===== src/port_power_source_cfg_defs.vh =====
/*
 Offsets, field positions, encodings and reset values for the port power source
 configuration bank. Assumes inclusion by bare name from the design files.
*/
`ifndef PORT_POWER_SOURCE_CFG_DEFS_VH
`define PORT_POWER_SOURCE_CFG_DEFS_VH

`define PORT2_CFG_OFFSET 16'h3c04
`define PORT3_CFG_OFFSET 16'h3c08
`define CFG_SHARED_PINS_BIT 7
`define CFG_RSVD_BIT 6
`define CFG_PERM_DISABLE_BIT 5
`define CFG_FIXED_DEV_BIT 4
`define CFG_SRC_MSB 3
`define CFG_SRC_LSB 0
`define SRC_OFF 4'h0
`define SRC_HS_HUB 4'h1
`define SRC_SS_HUB 4'h2
`define SRC_EITHER_HUB 4'h3
`define SRC_GPIO 4'h4
`define CFG_RESET_VAL 8'h00
`define CFG_WRITE_MASK 8'hbf

`endif


===== src/port_power_select.v =====
/*
 Per-port power source selector: decodes one 4-bit source field.
 Assumes all inputs are synchronous to mclk_i.
*/
`timescale 1ns/100ps
`include "port_power_source_cfg_defs.vh"

module port_power_select (
  input wire [3:0] src_sel_i,
  input wire hs_power_i,
  input wire ss_power_i,
  input wire gpio_power_i,
  output reg power_on_o
);
  always @* begin
    case (src_sel_i)
      `SRC_OFF: power_on_o = 1'b0;
      `SRC_HS_HUB: power_on_o = hs_power_i;
      `SRC_SS_HUB: power_on_o = ss_power_i;
      `SRC_EITHER_HUB: power_on_o = hs_power_i | ss_power_i;
      `SRC_GPIO: power_on_o = gpio_power_i;
      default: power_on_o = 1'b0;
    endcase
  end
endmodule // port_power_select


===== src/port_power_source_config.v =====
/*
 Port 2 and port 3 power source configuration registers on an APB slave, with
 per-port power switch enables. Assumes APB master on mclk_i; hub power state and
 GPIO inputs arrive from other clock domains and are synchronised here.
*/
// Added by the designer: the APB interface to the registers.
`timescale 1ns/100ps
`include "port_power_source_cfg_defs.vh"

// Contract
// - Bit 7 selects shared or separate pins
// - Bit 5 marks port permanently disabled
// - Bit 4 marks fixed attached device
// - Source 0000b keeps power always off
// - Source 0001b follows USB2 power state
// - Source 0010b follows USB3 power state
// - Source 0011b ORs USB2 and USB3
// - Source 0100b follows designated GPIO
// - Port 3 uses same source encoding
module port_power_source_config #(
  parameter NUM_PORTS = 2
) (
  input wire mclk_i,
  input wire srst_i,
  input wire psel_i,
  input wire penable_i,
  input wire pwrite_i,
  input wire [15:0] paddr_i,
  input wire [31:0] pwdata_i,
  input wire [3:0] pstrb_i,
  output reg [31:0] prdata_o,
  output reg pready_o,
  output reg pslverr_o,
  input wire [NUM_PORTS-1:0] hs_power_i,
  input wire [NUM_PORTS-1:0] ss_power_i,
  input wire [NUM_PORTS-1:0] gpio_power_i,
  output reg [NUM_PORTS-1:0] port_power_en_o,
  output reg [NUM_PORTS-1:0] shared_pins_o,
  output reg [NUM_PORTS-1:0] perm_disable_o,
  output reg [NUM_PORTS-1:0] fixed_attached_device_o
);
  // Configuration registers
  reg [7:0] port2_power_source_cfg_r;
  reg [7:0] port3_power_source_cfg_r;
  reg [7:0] port2_power_source_cfg_nxt;
  reg [7:0] port3_power_source_cfg_nxt;

  // Bus answer next values
  reg pready_nxt;
  reg pslverr_nxt;
  reg [31:0] prdata_nxt;

  // Synchroniser stages, one pair per input group
  reg [NUM_PORTS-1:0] hs_meta_r;
  reg [NUM_PORTS-1:0] hs_sync_r;
  reg [NUM_PORTS-1:0] ss_meta_r;
  reg [NUM_PORTS-1:0] ss_sync_r;
  reg [NUM_PORTS-1:0] gpio_meta_r;
  reg [NUM_PORTS-1:0] gpio_sync_r;

  // Per-port decoded values
  wire [NUM_PORTS-1:0] power_on;
  wire [NUM_PORTS-1:0] shared_pins_nxt;
  wire [NUM_PORTS-1:0] perm_disable_nxt;
  wire [NUM_PORTS-1:0] fixed_attached_device_nxt;
  wire [15:0] cfg_flat;

  // Bus decode
  wire setup;
  wire access;
  wire sel_p2;
  wire sel_p3;
  wire hit;
  wire wr_commit;
  wire wr_p2;
  wire wr_p3;
  wire rd_setup;
  wire [7:0] wdata_masked;

  assign setup = psel_i & ~penable_i;
  assign access = psel_i & penable_i;
  assign sel_p2 = (paddr_i == `PORT2_CFG_OFFSET);
  assign sel_p3 = (paddr_i == `PORT3_CFG_OFFSET);
  assign hit = sel_p2 | sel_p3;

  // Writes land only on the edge that completes the access phase
  assign wr_commit = access & pready_o & pwrite_i & pstrb_i[0];
  assign wr_p2 = wr_commit & sel_p2;
  assign wr_p3 = wr_commit & sel_p3;
  assign rd_setup = setup & ~pwrite_i;
  assign wdata_masked = pwdata_i[7:0] & `CFG_WRITE_MASK;

  // Port 2 in the low byte, port 3 in the high byte
  assign cfg_flat = {port3_power_source_cfg_r, port2_power_source_cfg_r};

  // Two-stage synchroniser for hub and GPIO power states
  always @(posedge mclk_i) begin
    if (srst_i) begin
      hs_meta_r <= {NUM_PORTS{1'b0}};
      ss_meta_r <= {NUM_PORTS{1'b0}};
      gpio_meta_r <= {NUM_PORTS{1'b0}};
    end else begin
      hs_meta_r <= hs_power_i;
      ss_meta_r <= ss_power_i;
      gpio_meta_r <= gpio_power_i;
    end
  end

  always @(posedge mclk_i) begin
    if (srst_i) begin
      hs_sync_r <= {NUM_PORTS{1'b0}};
      ss_sync_r <= {NUM_PORTS{1'b0}};
      gpio_sync_r <= {NUM_PORTS{1'b0}};
    end else begin
      hs_sync_r <= hs_meta_r;
      ss_sync_r <= ss_meta_r;
      gpio_sync_r <= gpio_meta_r;
    end
  end

  // Register next values
  always @* begin
    port2_power_source_cfg_nxt = port2_power_source_cfg_r;
    port3_power_source_cfg_nxt = port3_power_source_cfg_r;
    if (wr_p2) begin
      port2_power_source_cfg_nxt = wdata_masked;
    end
    if (wr_p3) begin
      port3_power_source_cfg_nxt = wdata_masked;
    end
  end

  // Answer next values: ready one cycle after setup
  always @* begin
    pready_nxt = setup;
    pslverr_nxt = setup & ~hit;
    prdata_nxt = prdata_o;
    if (setup) begin
      prdata_nxt = 32'h0000_0000;
    end
    if (rd_setup & sel_p2) begin
      prdata_nxt = {24'h00_0000, port2_power_source_cfg_r & `CFG_WRITE_MASK};
    end else if (rd_setup & sel_p3) begin
      prdata_nxt = {24'h00_0000, port3_power_source_cfg_r & `CFG_WRITE_MASK};
    end
  end

  // Configuration storage
  always @(posedge mclk_i) begin
    if (srst_i) begin
      port2_power_source_cfg_r <= `CFG_RESET_VAL;
      port3_power_source_cfg_r <= `CFG_RESET_VAL;
    end else begin
      port2_power_source_cfg_r <= port2_power_source_cfg_nxt;
      port3_power_source_cfg_r <= port3_power_source_cfg_nxt;
    end
  end

  // Bus answer flops
  always @(posedge mclk_i) begin
    if (srst_i) begin
      pready_o <= 1'b0;
      pslverr_o <= 1'b0;
      prdata_o <= 32'h0000_0000;
    end else begin
      pready_o <= pready_nxt;
      pslverr_o <= pslverr_nxt;
      prdata_o <= prdata_nxt;
    end
  end

  // Per-port source decode and flag taps
  genvar g;
  generate
    for (g = 0; g < NUM_PORTS; g = g + 1) begin : g_port
      port_power_select port_power_select_inst (
        .src_sel_i(cfg_flat[8*g+`CFG_SRC_MSB:8*g+`CFG_SRC_LSB]),
        .hs_power_i(hs_sync_r[g]),
        .ss_power_i(ss_sync_r[g]),
        .gpio_power_i(gpio_sync_r[g]),
        .power_on_o(power_on[g])
      );
      assign shared_pins_nxt[g] = cfg_flat[8*g+`CFG_SHARED_PINS_BIT];
      assign perm_disable_nxt[g] = cfg_flat[8*g+`CFG_PERM_DISABLE_BIT];
      assign fixed_attached_device_nxt[g] = cfg_flat[8*g+`CFG_FIXED_DEV_BIT];
    end
  endgenerate

  // Output flops
  always @(posedge mclk_i) begin
    if (srst_i) begin
      port_power_en_o <= {NUM_PORTS{1'b0}};
      shared_pins_o <= {NUM_PORTS{1'b0}};
      perm_disable_o <= {NUM_PORTS{1'b0}};
      fixed_attached_device_o <= {NUM_PORTS{1'b0}};
    end else begin
      port_power_en_o <= power_on;
      shared_pins_o <= shared_pins_nxt;
      perm_disable_o <= perm_disable_nxt;
      fixed_attached_device_o <= fixed_attached_device_nxt;
    end
  end
endmodule // port_power_source_config


===== config.mk =====
export PLATFORM = sky130hd
export DESIGN_NAME = port_power_source_config
export DESIGN_NICKNAME = d
export VERILOG_FILES = /design/src/port_power_select.v /design/src/port_power_source_config.v
export VERILOG_INCLUDE_DIRS = /design/src
export SDC_FILE = /design/constraint.sdc
export NUM_CORES = 1
export LEC_CHECK = 0
export ABC_CLOCK_PERIOD_IN_PS = 1450
export BUFFER_PORTS_ARGS = -buffer_cell sky130_fd_sc_hd__buf_2
export CORE_MARGIN = 4
export CORE_UTILIZATION = 43
export DETAILED_ROUTE_END_ITERATION = 8
export GPL_TIMING_DRIVEN = 0
export PLACE_DENSITY = 0.79
export SLEW_MARGIN = 20
export SYNTH_ARGS = -nofsm -noshare
export SYNTH_HDL_FRONTEND = slang
export SYNTH_SLANG_ARGS = --single-unit

===== constraint.sdc =====
create_clock -name mclk_i -period 1.45 [get_ports mclk_i]
set_input_delay 0.145 -clock mclk_i [delete_from_list [all_inputs] [get_ports mclk_i]]
set_output_delay 0.145 -clock mclk_i [all_outputs]
set_load 0.005 [all_outputs]

Yosys cells after proc, flatten, opt, wreduce, memory -nomap -nowiden
Index checks and enable logic that the tools add are counted.
{ "classes": {"addsub": 0, "n_mul": 0, "div": 0, "order_cmp": 0, "eq_ne": 10, "shifts": 0, "muxes": 5, "bitwise": 17, "n_reduce_logical": 1} }
{ "op_table": {"columns": ["operator", "count"], "rows": [
  ["$eq 16x14->1 const B", 2],
  ["$mux 8", 3],
  ["$eq 4x2->1 const B", 4],
  ["$and 1x1->1", 11],
  ["$eq 4x1->1 const B", 2],
  ["$eq 4x3->1 const B", 2],
  ["$pmux 1 s4", 2],
  ["$not 1->1", 3],
  ["$or 1x1->1", 3],
  ["$reduce_bool 3->1", 1]
]} }
{ "totals": {"ff_bits": 43, "latch_bits": 0, "ram_bits": 0, "mem_bits_ro": 0, "input_bits": 63, "out_inout_bits": 42, "memories": 0} }

Logic depth before layout (Yosys ltp)
Gate-level depths: netlist of the first run.
{ "depth": {"depth_word": 6, "ltp_mapped": 5} }

By module
From an unflattened synthesis of the first run, not the netlist that was laid out.
{ "hier_totals": {"hier_cells": 185, "area_unflattened_um2": 1836.8} }
{ "by_module_without_submodules": {"columns": ["module", "n_inst", "cells_each", "area_per_inst_um2", "seq_area_each_um2"], "rows": [
  ["port_power_source_config", 1, 177, 1774.2, 860.8],
  ["port_power_select", 2, 4, 31.3, 0.0]
]} }

Least setup slack after synthesis of the first run
No wires, ideal clock.
{ "synth_path": {"path_type": "register to register", "startpoint": "register pready_o", "endpoint": "register port3_power_source_cfg_r[0]", "setup_ps": 132, "t_arrival_ps": 1081, "t_required_ps": 1318, "path_slack_ps": 237, "path_stages_with_launch": 6, "n_path_buf": 1, "synth_period_minus_slack_ps": 1213, "path_cell_list": "dfxtp_1 > and4_1 > nand4_1 > clkbuf_1 > o21ai_0 > a21oi_1"} }
{ "synth_between": {"elab_chain_len": 4} }
{ "synth_lines": {"columns": ["item", "line_no", "source"], "rows": [
  ["start, declared", "port_power_source_config.v:32", "output reg pready_o,"],
  ["start signal, assigned", "port_power_source_config.v:166", "pready_o <= pready_nxt;"],
  ["$and 1x1->1 (3 in a row)", "port_power_source_config.v:87", "assign wr_commit = access & pready_o & pwrite_i & pstrb_i[0];"],
  ["$and 1x1->1", "port_power_source_config.v:89", "assign wr_p3 = wr_commit & sel_p3;"],
  ["end signal, assigned", "port_power_source_config.v:152", "port3_power_source_cfg_r <= `CFG_RESET_VAL;"],
  ["end signal, assigned", "port_power_source_config.v:155", "port3_power_source_cfg_r <= port3_power_source_cfg_nxt;"],
  ["end, declared", "port_power_source_config.v:44", "reg [7:0] port3_power_source_cfg_r;"]
]} }
Every way passes these cells.
A chain may end at the register's enable or synchronous reset.

Worst setup path after layout of the first run
{ "layout_path": {"startpoint": "register pready_o", "endpoint": "register port2_power_source_cfg_r[5]"} }
{ "layout_between": {"elab_chain_len": 4} }
{ "layout_lines": {"columns": ["item", "line_no", "source"], "rows": [
  ["$and 1x1->1 (3 in a row)", "port_power_source_config.v:87", null],
  ["$and 1x1->1", "port_power_source_config.v:88", "assign wr_p2 = wr_commit & sel_p2;"],
  ["end signal, assigned", "port_power_source_config.v:151", "port2_power_source_cfg_r <= `CFG_RESET_VAL;"],
  ["end signal, assigned", "port_power_source_config.v:154", "port2_power_source_cfg_r <= port2_power_source_cfg_nxt;"],
  ["end, declared", "port_power_source_config.v:43", "reg [7:0] port2_power_source_cfg_r;"]
]} }
Every way passes these cells.

==> qor.txt, run 1 <==
Status - finished, final reports clean
Die ar. - 0.005227 mm²
Critical path type - flop to flop
Top post-synthesis cells by area - dfxtp_1 (48%), buf_4 (11%), nor2b_1 (7.0%)
Fillers - 347
Row cnt - 23
Worst EP required - 1.68 ns
Gr usage total - 16.02%
Initial antenna violation count - 0
Chip height - 72.30 µm
Tcrit/Tclk final - 90.88%
Die W - 72.30 µm
Share of the synthesized area in the top cell type - 48.42%
Multi-input logic area - 784.5 µm²
Yosys warns - 0
Worst EP arrival - 1.55 ns
CTS tree - yes
GPL Wtd Cong - 0.8680
Nets - 329
Mapped Cells - 183
Layout area overhead - 29.35%
Yosys cell types - 27
Worst Hold Class - input port to flop
Storage cell area - 860.8 µm²
Clock Tree Root - clkbuf_8
Clk_lat worst skew - 0.29 ns
Overall Power - 2.267 mW
DR iter-0 viols - 108
Share of cells above drive strength 1 - 33.83%
Worst VDD drop - 659.9 µV
Relative slew slack - 58.92%
Final hold viol count - 0
Detail Placement HPWL - 3.069 mm
Io pins - 105
Pleak - 1.051 nW
First-pass GRT wire length - 6.403 mm
Sequential-to-total area share from yosys stat - 48.42%
Vias per cell - 4.677
Max-slew violations - 0
Minimum clock period - 1.318 ns
ANT nets after route - 0
# port buffers - 51
Skew final - 0.008515 ns
Slew @ Worst Pin - 0.6115 ns
Final std cells w/o fill - 316
Core ar. - 0.004000 mm²
CP max FO - 10
Max-cap violations - 0
H-tree levels - 2
Pin count of the biggest net entering global routing - 13
Avg WL per Cell - 12.39 µm
#FFs+latches synth - 43
Final setup vio count - 0
Drt total wl - 3.914 mm
RSZ-0062 raised after global routing - no
CTS Buf Count - 5
Syn Area/Cell - 9.716 µm²
Setup crit end kind - flop
Post-synth top cells - dfxtp_1 (43), buf_4 (25), nor2b_1 (20), a22o_1 (14), o21ai_0 (14)
TritonRoute pass-1 iters - 4
Startpoint types - flop
Global route total overflow - 0
Vias in the first global route - 1480
Most used flip-flop cell after synthesis - dfxtp_1
Max Fclk - 0.7589 GHz
DR vias - 1478
Hold-fix buffers, CTS - 0
Most instantiated library cell after synthesis - dfxtp_1
Drc violations - 0
EDFF count, synth - 0
N_diodes - 0
Power Dens Cells - 985.7 mW/mm²
Placed cells - 308
Clk slew on worst S/H paths - 0.07 ns
Starting Density - 44.45%
Hold slack - 0.05804 ns
Synth area leader - dfxtp_1
Mapped Area - 0.001778 mm²
Ys async rst share - 0%
Max Buffers Root-to-Sink - 2
CTS sink count - 43
==> critical path, stage by stage (launching register included) <==
cell and delay, ns:
dfxtp_1 0.34, and4_1 0.22, and4_1 0.19, buf_2 0.20
nand2_1 0.14, o21ai_1 0.16
==> repair_timing <==
item	CTS	global route
pin swaps	0	1
buffers inserted	0	1
resized for setup	1	2
setup endpoints to repair	4	10
==> through the flow <==
stage | TNS (ns) | area [µm²] | setup WS, ns | utilization, %
after floorplan | 0 | 1868 | 0.2370 | -
after global placement | -0.04532 | 2186 | -0.01470 | 54.64
after detailed placement | -0.3880 | 2186 | -0.05295 | 54.64
after CTS | 0 | 2290 | 0.002315 | 57.24
after global routing | 0 | 2300 | 0.03580 | 57.49
final | 0 | 2300 | 0.1323 | 57.49
==> layout make-up <==
cell class | instances | share of cell area, %
plain buffers | 32 | 9.521
inverters | 2 | 0.3264
flip-flops and latches | 43 | 37.43
well taps | 50 | 2.720
clock buffers | 6 | 3.156
clock inverters | 1 | 1.306
multi-input cells | 130 | 34.11
repair buffers | 52 | 11.43
==> cell families after synthesis <==
| logic type | synth area share (%) |
|---|---|
| buf+inv | 12.53 |
| simple gates | 21.39 |
| other cells | 0.2109 |
| compound gates | 17.45 |
| flops | 48.42 |
==> final timing paths <==
kind         slack, ns  cells past startpoint                          end            from
min reg2reg       0.44                      1               gpio_sync_r[1]  gpio_meta_r[1]
max               0.13                      5  port2_power_source_cfg_r[5]        pready_o
min               0.06                      2                 hs_meta_r[0]   hs_power_i[0]
max reg2reg       0.13                      5  port2_power_source_cfg_r[5]        pready_o
==> layer usage <==
| layer | part of all wire [%] | vias up | global-route usage, % |
|---|---|---|---|
| met5 | 0 | - | 0 |
| met4 | 2.2 | 0 | 8.142 |
| met3 | 7.7 | 9 | 5.125 |
| met2 | 49 | 52 | 27.40 |
| met1 | 41 | 656 | 17.73 |
| li1 | - | 761 | - |
==> registers in the layout (all words and copies together), names as in the netlist, 2 cells and up <==
| name | cells |
|---|---|
| ss_sync_r | 2 |
| shared_pins_o | 2 |
| gpio_meta_r | 2 |
| ss_meta_r | 2 |
| port2_power_source_cfg_r | 7 |
| gpio_sync_r | 2 |
| fixed_attached_device_o | 2 |
| hs_meta_r | 2 |
| port3_power_source_cfg_r | 7 |
| hs_sync_r | 2 |
| perm_disable_o | 2 |
| prdata_o | 7 |
| port_power_en_o | 2 |
==> where the power goes <==
part           switching, mW  total (mW)  internal [mW]
clock                  0.372       0.876          0.504
combinational         0.0885       0.189          0.101
sequential           0.00392        1.20           1.20
total                  0.464        2.27           1.80
==> cell usage in the layout (no fill, tap or decap) <==
cell and instances:
a211oi_1 1, nand3b_1 1, and4bb_2 2, inv_1 2, dfxtp_1 43, nand2_1 5
a21oi_1 9, clkbuf_8 5, nor3_1 4, buf_4 26, nor2b_1 20, clkbuf_1 4
nand2b_1 5, o32a_1 2, nand4bb_1 2, o21ai_0 14, nor4_4 2, buf_2 52
a22o_1 14, a22oi_1 2, nor2_1 2, and4_1 2, buf_1 2, bufinv_16 1
conb_1 25, clkbuf_4 1, nand2_2 1, nand4_1 1, nand3_1 10, o21ai_1 6
Power figures use the tool's default switching activity.
==> run 2: changes to the inputs <==
--- a/config.mk
+++ b/config.mk
@@ -9,10 +9,11 @@
 export ABC_CLOCK_PERIOD_IN_PS = 1450
 export BUFFER_PORTS_ARGS = -buffer_cell sky130_fd_sc_hd__buf_2
 export CORE_MARGIN = 4
-export CORE_UTILIZATION = 43
+export CORE_UTILIZATION = 45
+export CTS_BUF_LIST = sky130_fd_sc_hd__clkbuf_4
 export DETAILED_ROUTE_END_ITERATION = 8
 export GPL_TIMING_DRIVEN = 0
-export PLACE_DENSITY = 0.79
+export PLACE_DENSITY = 0.82
 export SLEW_MARGIN = 20
 export SYNTH_ARGS = -nofsm -noshare
 export SYNTH_HDL_FRONTEND = slang
==> constraint.sdc (replaced) <==
create_clock -name mclk_i -period 1.45 [get_ports mclk_i]
set_input_delay 0.2175 -clock mclk_i [delete_from_list [all_inputs] [get_ports mclk_i]]
set_output_delay 0.2175 -clock mclk_i [all_outputs]
set_load 0.005 [all_outputs]
==> qor.txt, run 2 (synthesis results as in run 1) <==
CP max FO - 10
Layout area overhead - 27.02%
Clock Tree Root - clkbuf_4
Max-slew violations - 0
Launch point of the worst hold path - hs_power_i[0]
N_diodes - 0
Biggest regs - port2_power_source_cfg_r: 7 flops, port3_power_source_cfg_r: 7 flops, prdata_o: 7 flops
Pin count of the biggest net entering global routing - 14
Met3 WL - 390 µm
Die ar. - 0.005020 mm²
Pint - 1.477 mW
Final hold viol count - 0
WP buf/inv - 1
Sw frac - 23.82%
Max Used Layer - met4
Vias in the first global route - 1383
CTS tree - yes
Seq pwr share - 62.0%
Vias per cell - 4.861
TritonRoute pass-1 iters - 4
Share of cells above drive strength 1 - 33.96%
First-pass GRT wire length - 5.989 mm
Drt total wl - 3.753 mm
Starting Density - 47.49%
Top delay family on crit path - simple AND/OR/NAND/NOR gates
RR Startpoint - pready_o
Avg WL per Cell - 11.88 µm
Hold-fix buffers, CTS - 0
Fillers - 357
Setup tns final - 0 ns
Io pins - 105
Die W - 70.86 µm
Final design utilization - 60.33%
Most common cell after layout, fill and taps aside - buf_2
Core ar. - 0.003744 mm²
Chip height - 70.86 µm
Critical path type - flop to flop
Minimum clock period - 1.380 ns
Met2 WL - 1.855 mm
Clock power share - 28.3%
Pleak - 1.031 nW
CTS sink count - 43
Initial antenna violation count - 0
CTS Buf Count - 5
Most frequent cells in the layout - buf_2 (52), dfxtp_1 (43), buf_4 (27)
DR iter-0 viols - 102
Worst path slowest cell - dfxtp_1
Worst EP required - 1.68 ns
Crit path cell chain - and4_1, nand4_1, buf_6, o21ai_0, a21oi_1
Worst EP arrival - 1.61 ns
DR vias - 1536
Global route total overflow - 0
Detail Placement HPWL - 2.958 mm
Worst VDD drop - 441.8 µV
Largest stage delay, worst path - 0.34 ns
Relative slew slack - 57.45%
Clk_lat worst skew - 0.35 ns
Max-cap violations - 0
Startpoint types - flop
Nets - 330
Row cnt - 22
Worst Hold Class - input port to flop
Overall Power - 1.939 mW
Switch Pwr - 0.4619 mW
GPL Wtd Cong - 0.8297
Clk slew on worst S/H paths - 0.13 ns
Setup crit end kind - flop
H-tree levels - 2
Max Buffers Root-to-Sink - 2
Power Dens Cells - 858.7 mW/mm²
Logic gate share of total power - 9.7%
Gr usage total - 14.89%
Status - finished, final reports clean
Slew @ Worst Pin - 0.6333 ns
# port buffers - 51
Max Fclk - 0.7244 GHz
Skew final - 0.02067 ns
Setup crit start - pready_o
Drc violations - 0
Final setup vio count - 0
Tcrit/Tclk final - 95.20%
ANT nets after route - 0
M1 WL - 1.486 mm
run 2: changes by cell type in the layout (fill, tap and decap cells not counted):
cell        before  now
o21ai_0         14   11
buf_6            0    1
clkbuf_1         4    3
clkbuf_8         5    0
bufinv_16        1    0
o21ai_1          6    9
clkinvlp_4       0    1
clkinv_1         0    2
buf_4           26   27
clkbuf_4         1    5
run 2: final timing paths:
check,slack [ns],endpoint,depth (start not counted)
setup / recovery,0.07,port3_power_source_cfg_r[2],5
hold / removal,0.08,hs_meta_r[0],2
setup reg to reg,0.07,port3_power_source_cfg_r[2],5
hold reg to reg,0.45,hs_sync_r[1],1
run 2: metal layers:
layer	vias up	global-route usage [%]
met5	-	0
met4	0	5.219
met3	3	4.119
met2	85	25.03
met1	676	18.26
li1	772	-
run 2: what timing repair did:
item / CTS / global route
resized for setup: 2 / 5
hold endpoints to repair: 0 / 0
endpoints found under the setup margin: 6 / 10
setup buffers: 0 / 2
pin swaps: 0 / 1
run 2: final cells by class:
cell class / instances / area (µm²) / area share, %
Buffer: 32 / 222.7 / 9.861
Clock buffer: 5 / 37.54 / 1.662
Clock inverter: 3 / 15.01 / 0.6648
Inverter: 2 / 7.507 / 0.3324
Multi-Input combinational cell: 130 / 784.5 / 34.74
Sequential cell: 43 / 860.8 / 38.12
Tap cell: 48 / 60.06 / 2.659
Timing Repair Buffer: 53 / 270.3 / 11.97
run 2: through the flow:
stage                     worst slack [ns]  area (µm²)  hold slack [ns]  instances
after floorplan                     0.2042        1868           0.2976        207
after global placement             -0.1423        2183           0.4168        306
after detailed placement           -0.1621        2183           0.4231        306
after CTS                         0.004555        2240          0.06912        314
after global routing              -0.03015        2258          0.06886        316
final                              0.06962        2258          0.08193        316
run 2: power by group through the flow:
stage / registers (mW) / clock network (mW) / logic (mW)
global placement: 1.23 / 0 / 0.181
global route: 1.20 / 0.606 / 0.210
finish: 1.20 / 0.550 / 0.188
floorplan: 1.23 / 0 / 0.114
CTS: 1.20 / 0.560 / 0.184
detailed placement: 1.23 / 0 / 0.184
run 2: worst reg2reg max path: cells and delay by family (launching register included):
family	cells	cell delay (ns)
flip-flops	1	0.34
buffers and inverters	1	0.23
AND/OR/NAND/NOR	2	0.44
AO/OA/AOI/OAI	2	0.25
